**config.mk**
```make
export PLATFORM = sky130hd
export DESIGN_NAME = uart_irq_ident_fifo_ctrl
export DESIGN_NICKNAME = d
export VERILOG_FILES = /design/src/hdl/irq_priority_encoder.v /design/src/hdl/uart_irq_ident_fifo_ctrl.v
export VERILOG_INCLUDE_DIRS = /design/src /design/src/hdl
export SDC_FILE = /design/constraint.sdc
export NUM_CORES = 1
export LEC_CHECK = 0
export ABC_AREA = 1
export ABC_CLOCK_PERIOD_IN_PS = 3900
export BUFFER_PORTS_ARGS = -buffer_cell sky130_fd_sc_hd__buf_2
export CAP_MARGIN = 20
export CORE_MARGIN = 10
export CORE_UTILIZATION = 35
export DETAILED_ROUTE_END_ITERATION = 10
export GPL_ROUTABILITY_DRIVEN = 0
export PLACE_DENSITY = 0.67
export SLEW_MARGIN = 5
export SYNTH_ARGS = -nofsm -noshare
export SYNTH_HDL_FRONTEND = slang
export SYNTH_SLANG_ARGS = --single-unit
```
**constraint.sdc**
```tcl
create_clock -name pclk -period 3.9 [get_ports pclk]
set_input_delay 0.39 -clock pclk [delete_from_list [all_inputs] [get_ports pclk]]
set_output_delay 0.39 -clock pclk [all_outputs]
set_load 0.01 [all_outputs]
```
**src/hdl/uart_irq_consts.vh**
```
// Offsets, fields, reset values and codes for the interrupt identification and queue control
`ifndef UART_IRQ_CONSTS_VH
`define UART_IRQ_CONSTS_VH

// Register indexes, byte address is four times the index
`define IDX_SRC_ENABLE 6'h01
`define IDX_DIV_HIGH 6'h01
`define IDX_IDENT_QUEUE 6'h02
`define IDX_LINE_FORMAT 6'h03
`define IDX_EXT_FEATURE 6'h04
`define IDX_IRQ_STATUS 6'h05
`define IDX_IRQ_MASK 6'h06

// Reset values
`define RST_IDENT 8'h01
`define RST_QUEUE 8'h00
`define RST_LINE_FORMAT 8'h1D
`define RST_EXT_FEATURE 8'h00
`define RST_DIV_HIGH 8'h00
`define RST_SRC_ENABLE 8'h00
`define RST_IRQ_MASK 8'h00
`define RST_IRQ_STATUS 8'h00

// Field positions
`define QC_FIFO_EN 0
`define QC_RX_FLUSH 1
`define QC_TX_FLUSH 2
`define QC_TX_TRIG_LSB 4
`define QC_TX_TRIG_MSB 5
`define QC_RX_TRIG_LSB 6
`define QC_RX_TRIG_MSB 7
`define LFC_DIV_OPEN 7
`define EFC_ENHANCED 4

// Trigger levels in characters or spaces
`define RX_TRIG_00 7'h08
`define RX_TRIG_01 7'h10
`define RX_TRIG_10 7'h38
`define RX_TRIG_11 7'h3C
`define TX_TRIG_00 7'h08
`define TX_TRIG_01 7'h10
`define TX_TRIG_10 7'h20
`define TX_TRIG_11 7'h38
`define TRIG_SINGLE 7'h01
`define FIFO_DEPTH 7'h40

// Source bit positions, index 0 is the top priority
`define SRC_LINE_ERR 0
`define SRC_RX_TIMEOUT 1
`define SRC_RX_DATA 2
`define SRC_TX_READY 3
`define SRC_MODEM 4
`define SRC_PIN_CHANGE 5
`define SRC_XOFF 6
`define SRC_FLOW_INACTIVE 7
`define SRC_COUNT 8

// Identification codes, bits five to zero
`define ID_NONE 6'h01
`define ID_LINE_ERR 6'h06
`define ID_RX_TIMEOUT 6'h0C
`define ID_RX_DATA 6'h04
`define ID_TX_READY 6'h02
`define ID_MODEM 6'h00
`define ID_PIN_CHANGE 6'h30
`define ID_XOFF 6'h10
`define ID_FLOW_INACTIVE 6'h20

`endif

```
**src/hdl/irq_priority_encoder.v**
```verilog
// Priority encoder from pending sources to the identification code
`timescale 1ns/10ps
`include "uart_irq_consts.vh"

module irq_priority_encoder (
   input wire [7:0] pending,
   output reg [5:0] code
);

   // Lowest priority first so the highest pending source overwrites
   always @* begin
      code = `ID_NONE;
      if (pending[`SRC_FLOW_INACTIVE]) begin
         code = `ID_FLOW_INACTIVE;
      end
      if (pending[`SRC_XOFF]) begin
         code = `ID_XOFF;
      end
      if (pending[`SRC_PIN_CHANGE]) begin
         code = `ID_PIN_CHANGE;
      end
      if (pending[`SRC_MODEM]) begin
         code = `ID_MODEM;
      end
      if (pending[`SRC_TX_READY]) begin
         code = `ID_TX_READY;
      end
      if (pending[`SRC_RX_DATA]) begin
         code = `ID_RX_DATA;
      end
      if (pending[`SRC_RX_TIMEOUT]) begin
         code = `ID_RX_TIMEOUT;
      end
      if (pending[`SRC_LINE_ERR]) begin
         code = `ID_LINE_ERR;
      end
   end

endmodule // irq_priority_encoder

```
**src/hdl/uart_irq_ident_fifo_ctrl.v**
```verilog
// UART interrupt identification and queue control with an APB register slave
//
// How it works
// - Index 02H reads identification and writes queue control while divisor access is closed.
// - Identification bit 0 is high with nothing pending, low otherwise.
// - Codes: line error 000110, timeout 001100, rx data 000100, tx 000010, modem 000000.
// - Input pin change reports code 110000 at priority five.
// - Xoff or special character reports code 010000 at priority six.
// - Flow signal going inactive reports code 100000 at priority seven.
// - Queue control bits 7:6 pick receive trigger 8, 16, 56 or 60.
// - Queue control bits 5:4 pick transmit trigger 8, 16, 32 or 56.
// - Transmit trigger bits are ignored unless the enhanced enable is set.
// - Bit 2 written one flushes transmit queue for one cycle, shifter untouched.
// - Bit 1 written one flushes receive queue for one cycle, shifter untouched.
// - Bit 0 one enables both 64-entry queues.
// - Bit 0 zero disables queues, each path holds one character.
// - With queues disabled the other queue control bits are not programmable.
// - With queues disabled the trigger level is one character.
// - Divisor access bit set opens divisor registers and hides index 02H.
// - Enhanced enable gates identification bits 5:4 and the transmit trigger field.
// - Transmit ready when holding empties, or free space exceeds trigger in queue mode.
//
// The APB interface to the registers is this design's own decision.
`timescale 1ns/10ps
`include "uart_irq_consts.vh"

module uart_irq_ident_fifo_ctrl (
   input wire pclk,
   input wire presetn,
   input wire psel,
   input wire penable,
   input wire pwrite,
   input wire [7:0] paddr,
   input wire [31:0] pwdata,
   output wire [31:0] prdata,
   output wire pready,
   output wire pslverr,
   input wire line_err_event,
   input wire rx_timeout_event,
   input wire modem_event,
   input wire pin_change_event,
   input wire xoff_event,
   input wire flow_inactive_event,
   input wire [6:0] rx_fifo_level,
   input wire [6:0] tx_fifo_free,
   input wire thr_empty,
   output wire fifo_enable,
   output wire [6:0] fifo_depth,
   output wire [6:0] rx_trigger_level,
   output wire [6:0] tx_trigger_level,
   output wire tx_fifo_flush,
   output wire rx_fifo_flush,
   output wire [7:0] baud_divisor_high,
   output wire [7:0] line_format_control,
   output wire irq
);

   // Register state
   reg fifo_en_r;
   reg [1:0] rx_trig_sel_r;
   reg [1:0] tx_trig_sel_r;
   reg tx_flush_r;
   reg rx_flush_r;
   reg [7:0] div_high_r;
   reg [7:0] line_format_r;
   reg [7:0] ext_feature_r;
   reg [7:0] src_enable_r;
   reg [7:0] irq_mask_r;
   reg [7:0] irq_status_r;
   reg [7:0] cond_prev_r;
   reg [31:0] prdata_r;
   reg [31:0] prdata_nxt;
   reg [6:0] rx_trig_table;
   reg [6:0] tx_trig_table;
   // Next queue settings and the flops behind the queue control outputs
   reg fifo_en_nxt;
   reg [1:0] rx_trig_sel_nxt;
   reg [1:0] tx_trig_sel_nxt;
   reg [6:0] rx_trigger_r;
   reg [6:0] tx_trigger_r;
   reg [6:0] tx_table_r;
   reg [6:0] fifo_depth_r;
   reg addr_ok;

   // Decode, status and source nets
   wire [5:0] idx;
   wire div_open;
   wire enhanced;
   wire setup_phase;
   wire access_phase;
   wire wr_access;
   wire wr_queue;
   wire wr_status;
   wire [7:0] cond;
   wire [7:0] rise;
   wire [7:0] pending;
   wire [5:0] ident_code;
   wire [7:0] ident_value;
   wire rx_data_cond;
   wire tx_ready_cond;

   assign idx = paddr[7:2];
   assign div_open = line_format_r[`LFC_DIV_OPEN];
   assign enhanced = ext_feature_r[`EFC_ENHANCED];
   assign setup_phase = psel & ~penable;
   assign access_phase = psel & penable;

   // Address decode, index 02H follows the divisor access bit
   // Misaligned byte addresses are refused so software cannot alias a register
   always @* begin
      addr_ok = 1'b0;
      if (paddr[1:0] == 2'b00) begin
         case (idx)
            `IDX_SRC_ENABLE: begin
               addr_ok = 1'b1;
            end
            `IDX_IDENT_QUEUE: begin
               addr_ok = ~div_open;
            end
            `IDX_LINE_FORMAT, `IDX_EXT_FEATURE, `IDX_IRQ_STATUS, `IDX_IRQ_MASK: begin
               addr_ok = 1'b1;
            end
            default: begin
               addr_ok = 1'b0;
            end
         endcase
      end
   end

   // Zero wait states; read data is captured in the setup cycle
   // The error answer comes in the same access cycle, so no wait state is needed
   assign pready = 1'b1;
   assign pslverr = access_phase & ~addr_ok;
   assign prdata = prdata_r;

   // Write strobes, only for mapped addresses so a refused access changes nothing
   assign wr_access = access_phase & pwrite & addr_ok;
   assign wr_queue = wr_access & (idx == `IDX_IDENT_QUEUE);
   assign wr_status = wr_access & (idx == `IDX_IRQ_STATUS);

   // Next queue settings; a write with bit 0 clear only turns the queues off
   // Decoding the next state lets the trigger outputs come straight from flops
   always @* begin
      fifo_en_nxt = fifo_en_r;
      rx_trig_sel_nxt = rx_trig_sel_r;
      tx_trig_sel_nxt = tx_trig_sel_r;
      if (wr_queue) begin
         fifo_en_nxt = pwdata[`QC_FIFO_EN];
         // Other fields move only when the same write keeps the queues on
         if (pwdata[`QC_FIFO_EN]) begin
            rx_trig_sel_nxt = pwdata[`QC_RX_TRIG_MSB:`QC_RX_TRIG_LSB];
            if (enhanced) begin
               tx_trig_sel_nxt = pwdata[`QC_TX_TRIG_MSB:`QC_TX_TRIG_LSB];
            end
         end
      end
   end

   // Trigger tables, looked up from the next settings
   always @* begin
      case (rx_trig_sel_nxt)
         2'b00: rx_trig_table = `RX_TRIG_00;
         2'b01: rx_trig_table = `RX_TRIG_01;
         2'b10: rx_trig_table = `RX_TRIG_10;
         default: rx_trig_table = `RX_TRIG_11;
      endcase
      case (tx_trig_sel_nxt)
         2'b00: tx_trig_table = `TX_TRIG_00;
         2'b01: tx_trig_table = `TX_TRIG_01;
         2'b10: tx_trig_table = `TX_TRIG_10;
         default: tx_trig_table = `TX_TRIG_11;
      endcase
   end

   // Outputs straight from flops, so no level glitches at the pins
   assign rx_trigger_level = rx_trigger_r;
   assign tx_trigger_level = tx_trigger_r;
   assign fifo_depth = fifo_depth_r;
   assign fifo_enable = fifo_en_r;
   assign tx_fifo_flush = tx_flush_r;
   assign rx_fifo_flush = rx_flush_r;
   assign baud_divisor_high = div_high_r;
   assign line_format_control = line_format_r;

   // Queue control state and its registered outputs
   // The effective triggers are stored too, costing flops but no output glitches
   always @(posedge pclk or negedge presetn) begin
      if (!presetn) begin
         fifo_en_r <= 1'b0;
         rx_trig_sel_r <= 2'b00;
         tx_trig_sel_r <= 2'b00;
         tx_flush_r <= 1'b0;
         rx_flush_r <= 1'b0;
         rx_trigger_r <= `TRIG_SINGLE;
         tx_trigger_r <= `TRIG_SINGLE;
         tx_table_r <= `TX_TRIG_00;
         fifo_depth_r <= `TRIG_SINGLE;
      end else begin
         fifo_en_r <= fifo_en_nxt;
         rx_trig_sel_r <= rx_trig_sel_nxt;
         tx_trig_sel_r <= tx_trig_sel_nxt;
         // Single character mode collapses both triggers to one
         rx_trigger_r <= fifo_en_nxt ? rx_trig_table : `TRIG_SINGLE;
         tx_trigger_r <= fifo_en_nxt ? tx_trig_table : `TRIG_SINGLE;
         // Programmed transmit level, kept in single mode too for the ready test
         tx_table_r <= tx_trig_table;
         fifo_depth_r <= fifo_en_nxt ? `FIFO_DEPTH : `TRIG_SINGLE;
         // Flush bits clear themselves: high for one cycle only
         tx_flush_r <= 1'b0;
         rx_flush_r <= 1'b0;
         if (wr_queue && pwdata[`QC_FIFO_EN]) begin
            tx_flush_r <= pwdata[`QC_TX_FLUSH];
            rx_flush_r <= pwdata[`QC_RX_FLUSH];
         end
      end
   end

   // Plain read and write registers
   // Divisor high shares index 1 with the source enables, chosen by the access bit
   always @(posedge pclk or negedge presetn) begin
      if (!presetn) begin
         div_high_r <= `RST_DIV_HIGH;
         line_format_r <= `RST_LINE_FORMAT;
         ext_feature_r <= `RST_EXT_FEATURE;
         src_enable_r <= `RST_SRC_ENABLE;
         irq_mask_r <= `RST_IRQ_MASK;
      end else if (wr_access) begin
         case (idx)
            `IDX_SRC_ENABLE: begin
               if (div_open) begin
                  div_high_r <= pwdata[7:0];
               end else begin
                  src_enable_r <= pwdata[7:0];
               end
            end
            `IDX_LINE_FORMAT: begin
               line_format_r <= pwdata[7:0];
            end
            `IDX_EXT_FEATURE: begin
               ext_feature_r <= pwdata[7:0];
            end
            `IDX_IRQ_MASK: begin
               irq_mask_r <= pwdata[7:0];
            end
            default: begin
               div_high_r <= div_high_r;
            end
         endcase
      end
   end

   // Source conditions; data and transmit ready are levels, the rest pulses
   // Receive data compares against the effective trigger, one in single mode
   assign rx_data_cond = (rx_fifo_level >= rx_trigger_level);
   assign tx_ready_cond = fifo_en_r ? (tx_fifo_free > tx_table_r) : thr_empty;
   assign cond = {flow_inactive_event, xoff_event, pin_change_event, modem_event,
                  tx_ready_cond, rx_data_cond, rx_timeout_event, line_err_event};
   assign rise = cond & ~cond_prev_r;

   // Edge history so a level that stays high sets its flag only once
   // Cleared by reset, so a level already high afterwards raises its flag once
   always @(posedge pclk or negedge presetn) begin
      if (!presetn) begin
         cond_prev_r <= 8'h00;
      end else begin
         cond_prev_r <= cond;
      end
   end

   // Sticky flags, one per source; a new event beats a clear in the same cycle
   // One process per bit keeps each flag's set and clear side by side
   genvar g;
   generate
      for (g = 0; g < `SRC_COUNT; g = g + 1) begin : g_flag
         always @(posedge pclk or negedge presetn) begin
            if (!presetn) begin
               irq_status_r[g] <= 1'b0;
            end else if (rise[g]) begin
               irq_status_r[g] <= 1'b1;
            end else if (wr_status && pwdata[g]) begin
               irq_status_r[g] <= 1'b0;
            end
         end
      end
   endgenerate

   // Extended sources only reach the identification while the enhanced enable is set
   assign pending = irq_status_r & src_enable_r &
                    {{3{enhanced}}, 5'h1F};

   // Priority encoder picks the top pending source
   irq_priority_encoder u_enc (
      .pending(pending),
      .code(ident_code)
   );

   // Top bits mirror the queue enable
   assign ident_value = {fifo_en_r, fifo_en_r, ident_code};

   // Pin uses the mask register; the identification uses the source enables
   assign irq = |(irq_status_r & irq_mask_r);

   // Read mux
   // Unmapped or hidden addresses read as zero alongside the error response
   always @* begin
      prdata_nxt = 32'h00000000;
      case (idx)
         `IDX_SRC_ENABLE: begin
            prdata_nxt[7:0] = div_open ? div_high_r : src_enable_r;
         end
         `IDX_IDENT_QUEUE: begin
            prdata_nxt[7:0] = div_open ? 8'h00 : ident_value;
         end
         `IDX_LINE_FORMAT: begin
            prdata_nxt[7:0] = line_format_r;
         end
         `IDX_EXT_FEATURE: begin
            prdata_nxt[7:0] = ext_feature_r;
         end
         `IDX_IRQ_STATUS: begin
            prdata_nxt[7:0] = irq_status_r;
         end
         `IDX_IRQ_MASK: begin
            prdata_nxt[7:0] = irq_mask_r;
         end
         default: begin
            prdata_nxt = 32'h00000000;
         end
      endcase
      if (!addr_ok) begin
         prdata_nxt = 32'h00000000;
      end
   end

   // Captured in setup so the answer comes from a flop with no wait state
   // Limitation: a flag set during the access cycle shows on the next read only
   always @(posedge pclk or negedge presetn) begin
      if (!presetn) begin
         prdata_r <= 32'h00000000;
      end else if (setup_phase && !pwrite) begin
         prdata_r <= prdata_nxt;
      end
   end

endmodule // uart_irq_ident_fifo_ctrl

```
* Yosys cells after proc, flatten, opt, wreduce, memory -nomap -nowiden
Cells that the tools add are included.
** Operators by class
- $lt $le $gt $ge :: 2
- Eq/ne operators :: 10
- Muxes and demuxes :: 44
- Bitwise operators :: 15
- Reduce and logical (&&, ||, !) cells :: 29
** Operators by type and width (count)
- 6-bit 2-to-1 mux :: 8
- 8-bit one-hot mux with 6 select lines :: 1
- 6-bit one-hot mux with 3 select lines :: 2
- 8-bit AND :: 4
- 8-bit 2-to-1 mux :: 3
- 1-bit 2-to-1 mux :: 21
- 7-bit 2-to-1 mux :: 3
- 6-bit by 3-bit equality test with 1-bit output, second input constant :: 3
- 2-bit nonzero test :: 8
- 6-bit by 2-bit equality test with 1-bit output, second input constant :: 2
- 1-bit logical AND :: 10
- 2-bit 2-to-1 mux :: 5
- 8-bit NOT :: 1
- 8-bit OR reduction :: 1
- 1-bit AND :: 7
- 7-bit greater-or-equal comparator :: 1
- 7-bit > comparator :: 1
- 6-bit by 1-bit equality test with 1-bit output, second input constant :: 1
- 2-bit zero test :: 3
- 2-bit AND reduction :: 3
- 3-bit AND reduction :: 2
- 5-bit OR reduction :: 1
- 2-bit by 1-bit equality test with 1-bit output, second input constant :: 2
- 2-bit equality test, second input constant :: 2
- other kinds (3) :: 5
** Word-level totals
- Register bits :: 123
- Output and inout port bits :: 75
- Logic and storage cells :: 124

* Depth between registers and ports, before layout
- Depth in word-level cells :: 13
- Depth in mapped cells :: 13
- Gate-level depth less buffers :: 13

* Modules after synthesis
Synthesis repeated with hierarchy kept, for this count alone.
** Second synthesis, totals
- Cells, all modules :: 552
- Area total of the unflattened synthesis :: 4514.3 um^2
** Modules (own cells, without submodules)
- uart_irq_ident_fifo_ctrl :: times used 1, cells an instance 531, area an instance 4424.2 um^2, sequential area each 2034.5 um^2
- irq_priority_encoder :: times used 1, cells an instance 21, area an instance 90.1 um^2, sequential area each 0.0 um^2

* Worst setup path before layout
OpenSTA, ideal clock, no wires.
- Path kind :: in2reg
- Start point :: in paddr[7]
- End point :: reg tx_trigger_r[3], in the netlist tx_trigger_level[3]
- Library setup time :: 0.114 ns
- Data arrival time :: 1.727 ns
- Required time :: 3.786 ns
- Setup slack :: 2.059 ns
- Cell stages on the path :: 11
- Path buffers :: 0
- Cell sequence :: nor2_4 > nand2_1 > nor2_4 > nand2_1 > nand2_1 > nand4_1 > o21ai_0 > inv_1 > ha_1 > inv_1 > nor2_1
** On the way
- Longest elaborated chain between the ends :: 10
- Elaborated cells on any way between the ends :: 18
- Classes of those cells :: eq/ne: 8; mux: 6; bitwise: 2; reduce/logical: 2
** Ends and longest elaborated chain
- from (decl) :: line uart_irq_ident_fifo_ctrl.v:33 : input wire [7:0] paddr,
- 6-bit by 3-bit equality test with 1-bit output (tied with other cells) :: line uart_irq_ident_fifo_ctrl.v:113 : case (idx)
- 5-bit OR reduction (no source line)
- 1-bit one-hot mux with 2 select lines :: line uart_irq_ident_fifo_ctrl.v:113
- 1-bit 2-to-1 mux :: line uart_irq_ident_fifo_ctrl.v:112 : if (paddr[1:0] == 2'b00) begin
- 1-bit AND :: line uart_irq_ident_fifo_ctrl.v:137 : assign wr_access = access_phase & pwrite & addr_ok;
- 1-bit AND (*) :: line uart_irq_ident_fifo_ctrl.v:138 : assign wr_queue = wr_access & (idx == `IDX_IDENT_QUEUE);
- 2-bit 2-to-1 mux (*) :: line uart_irq_ident_fifo_ctrl.v:147 : if (wr_queue) begin
- named net tx_trig_sel_nxt[1] :: line uart_irq_ident_fifo_ctrl.v:78 : reg [1:0] tx_trig_sel_nxt;
- 2-bit equality test (tied with other cells) :: line uart_irq_ident_fifo_ctrl.v:167 : case (tx_trig_sel_nxt)
- 6-bit one-hot mux with 3 select lines (*) :: line uart_irq_ident_fifo_ctrl.v:167
- named net tx_trig_table[3] :: line uart_irq_ident_fifo_ctrl.v:74 : reg [6:0] tx_trig_table;
- 7-bit 2-to-1 mux (no source line) (*)
- to (signal assigned) :: line uart_irq_ident_fifo_ctrl.v:195 : tx_trigger_r <= `TRIG_SINGLE;
- to (signal assigned) :: line uart_irq_ident_fifo_ctrl.v:204 : tx_trigger_r <= fifo_en_nxt ? tx_trig_table : `TRIG_SINGLE;
- to (decl) :: line uart_irq_ident_fifo_ctrl.v:80 : reg [6:0] tx_trigger_r;
Mark *: on every way through the listed nets, which the timed path passes. The rest lies on a longest branch.
A chain may end at the register's enable or synchronous reset.

* Final worst setup path
- Start point :: reg line_format_r[7], in the netlist line_format_control[7]
- End point :: out pslverr
** On the way
- Longest elaborated chain between the ends :: 5
** Ends and longest elaborated chain
- from (decl) :: line uart_irq_ident_fifo_ctrl.v:65 : reg [7:0] line_format_r;
- from (signal assigned) :: line uart_irq_ident_fifo_ctrl.v:223 : line_format_r <= `RST_LINE_FORMAT;
- from (signal assigned) :: line uart_irq_ident_fifo_ctrl.v:237 : line_format_r <= pwdata[7:0];
- 1-bit NOT (no source line)
- 1-bit one-hot mux with 2 select lines :: line uart_irq_ident_fifo_ctrl.v:113
- 1-bit 2-to-1 mux :: line uart_irq_ident_fifo_ctrl.v:112
- 1-bit NOT :: line uart_irq_ident_fifo_ctrl.v:133 : assign pslverr = access_phase & ~addr_ok;
- 1-bit AND :: line uart_irq_ident_fifo_ctrl.v:133
- to (decl) :: line uart_irq_ident_fifo_ctrl.v:37 : output wire pslverr,
Every way passes these cells.

==> impl_metrics.ini <==
[outcome]
outcome = complete, no violations

[clock_tree]
postCtsSetupBuffers = 0
hold_buffers = 0
ctsLongestPathBuffers = 2
root_buffer = clkbuf_16
cts_resized = 0
htree_num_levels = 3
numClockSinks = 81
clkLatencyLatePin_ns = 0.33
cts_tree = done
clk_pin_slew_ns = 0.06
numCtsBuffers = 9

[critical_path]
worst-path-max-fanout = 8
timing.reg2reg.setup_slack_ns = 1.89
cp.required_ns = 3.51
cp-end-kind = primary output
arrival_ns = 1.63
worstSetupPathType = reg2out
critPathLaunchType = flip-flop

[placement]
dp.cells = 753
dp_hpwl_um = 9270
io_buffers = 81

[run]
cap_violations = 0

[global_routing]
grt_pass1_wl_um = 19600
grt_pass1_vias = 3765
antenna_found_initial = 0
gr-usage-all-layers_pct = 13.7
grt.overflow.total = 0
grt_start_max_net_pins = 82

[yosys]
yosys.area_share.simple_pct = 25.0
synthFlopType = dfrtp_1
synth_xor_area_share_pct = 0
synth_top_area_share_pct = 43.1
synth_mux_area_share_pct = 0
synth_cell_type_count = 39
netlist_area_um2 = 4360
ys_ff_latch = 81
synth_top_family_by_area = simple AND/OR/NAND/NOR gates
synthTopCellsByCount = nand2_1 (150), dfrtp_1 (75), inv_1 (64)
synthAdderAreaFrac_pct = 2.87
synth.most_common_cell = nand2_1
syn-instance-count = 515
yosysTopAreaCell = dfrtp_1
synth_edf_count = 0
synth_area_leaders = dfrtp_1 (43%), nand2_1 (13%), buf_4 (6.5%), inv_1 (5.5%), o21ai_0 (3.7%)
synth.avg_cell_area_um2 = 8.46
yosys_warnings = 0
synthArstFlopShare_pct = 100
synth-compound-area-share_pct = 11.7
seq_area_frac_synth_pct = 46.7

[pwr]
leakagePower_nw = 2.73
peakVddDrop_mv = 0.165
p_comb_share_pct = 6.6
switching_share_pct = 22.7
p_sw_mw = 0.407
power_frac_clock_pct = 46.1
power_density_nw_per_um2 = 353
pwr-share-seq_pct = 47.3
internal_power_mw = 1.39

[cells_and_area]
drive_above_1_share_pct = 21.3
fin_cells = 770
diodes = 0
syn2layout_area_growth_pct = 16.8
fin_nets = 674

[timing]
hold_viol_final = 0
fin_crit_sh_pct = 51.8
tightestPinTransition_ns = 0.575
maxSlewHeadroom_pct = 61.7
drv_slew = 0
rsz0062_at_grt = false
finalCriticalPeriod_ns = 2.02
setup_viol = 0
clock.fmax_mhz = 495
hold-worst-slack_ns = 0.175
clock_skew_ns = 0.00392
tns_ns = 0

[hold_path]
hp-class = in2reg

[routing]
vias = 3640
drt-wirelength-per-cell_um = 15.4
drt-initial-drc-count = 274
dr.pass1.iters = 4
wirelength_um = 11900
drc = 0
drt.antenna.violating_nets = 0
viasPerCell = 4.73

[floorplanning]
coreArea_um2 = 12100
rows = 40
initial_core_util_pct = 36.0
chipHeight_um = 132
die_area_um2 = 17300
ios = 141
die_x_um = 132
==> final timing paths <==
check | start | end | depth (start not counted)
min in group asynchronous | presetn | tx_table_r[5] | 2
worst min register to register | cond_prev_r[6] | irq_status_r[6] | 1
worst min-delay path | modem_event | cond_prev_r[4] | 1
worst max register to register | line_format_control[7] | tx_trigger_level[5] | 9
worst max-delay path | line_format_control[7] | pslverr | 5
max in group asynchronous | presetn | line_format_control[4] | 3
==> cell type report <==
class	count	area, um^2
clock inverters	4	45.0
multi-input cells	355	1860
well taps	168	210
inverters	68	255
repair buffers	83	445
flip-flops and latches	81	2030
fillers	1244	7020
clock buffers	11	243
==> power groups by stage <==
stage / clock, mW / combinational, mW / sequential (mW)
after floorplan: 0 / 0.0796 / 0.863
after global placement: 0 / 0.110 / 0.863
after detailed placement: 0 / 0.114 / 0.863
after CTS: 0.843 / 0.115 / 0.848
after global routing: 0.884 / 0.136 / 0.848
final: 0.827 / 0.119 / 0.848
==> state kept, by name, indices dropped and copies added (netlist names) <==
signal               cells
ext_feature_r            8
irq_status_r             8
baud_divisor_high        8
cond_prev_r              8
rx_trig_sel_r            2
fifo_enable              1
rx_fifo_flush            1
tx_trigger_level         3
src_enable_r             8
tx_trig_sel_r            1
tx_fifo_flush            1
line_format_control      8
irq_mask_r               8
rx_trigger_level         4
fifo_depth               1
tx_table_r               3
prdata                   8
==> stage by stage <==
stage / instance area, um^2 / util [%] / power [mW] / worst slack [ns]
2_1_floorplan: 4480 / - / 0.943 / 2.06
3_3_place_gp: 4760 / 39.3 / 0.973 / 1.59
3_5_place_dp: 4760 / 39.3 / 0.978 / 1.55
4_1_cts: 5050 / 41.7 / 1.81 / 1.87
5_1_grt: 5090 / 42.0 / 1.87 / 1.61
6_report: 5090 / 42.0 / 1.79 / 1.88
==> layer usage <==
metal / share of wire (%) / track usage, %
met5: 0 / 0
met4: 1.7 / 5.25
met3: 9.1 / 4.31
met2: 46 / 21.5
met1: 43 / 17.3
==> placed cells by master (no fill, tap or decap), types with 2 or more instances in the layout <==
master     count
o22ai_1        2
nand3_2        2
clkinv_2       3
nor3_1         5
nor2_1        17
a22oi_1        7
inv_2          3
conb_1        35
nor2_8         4
a21oi_1       10
buf_2         80
nand2_2        2
nor2_4         8
nand2_1      150
o21a_1        14
o21ai_1       15
dfstp_2        6
dfrtp_1       75
nor2_2         4
nand4_1       12
inv_1         64
ha_1          10
o21ai_0       32
clkbuf_16      9
a221oi_1       2
nand3_1       12
==> critical path, cell delays in order, from the launching register on <==
cell     delay (ns)
dfrtp_1        0.52
nor2_4         0.29
nor2_4         0.08
nor2_8         0.21
nor2_1         0.06
buf_2          0.14
==> logic make-up (layout without fill, tap and decap cells) <==
logic type      count (synthesis)  count (layout)
fa+ha+maj                      10              10
other cells                     2              35
simple gates                  223             223
flops                          81              81
buf+inv                       112             166
compound gates                 87              87
(Power assumes the default switching activity.)
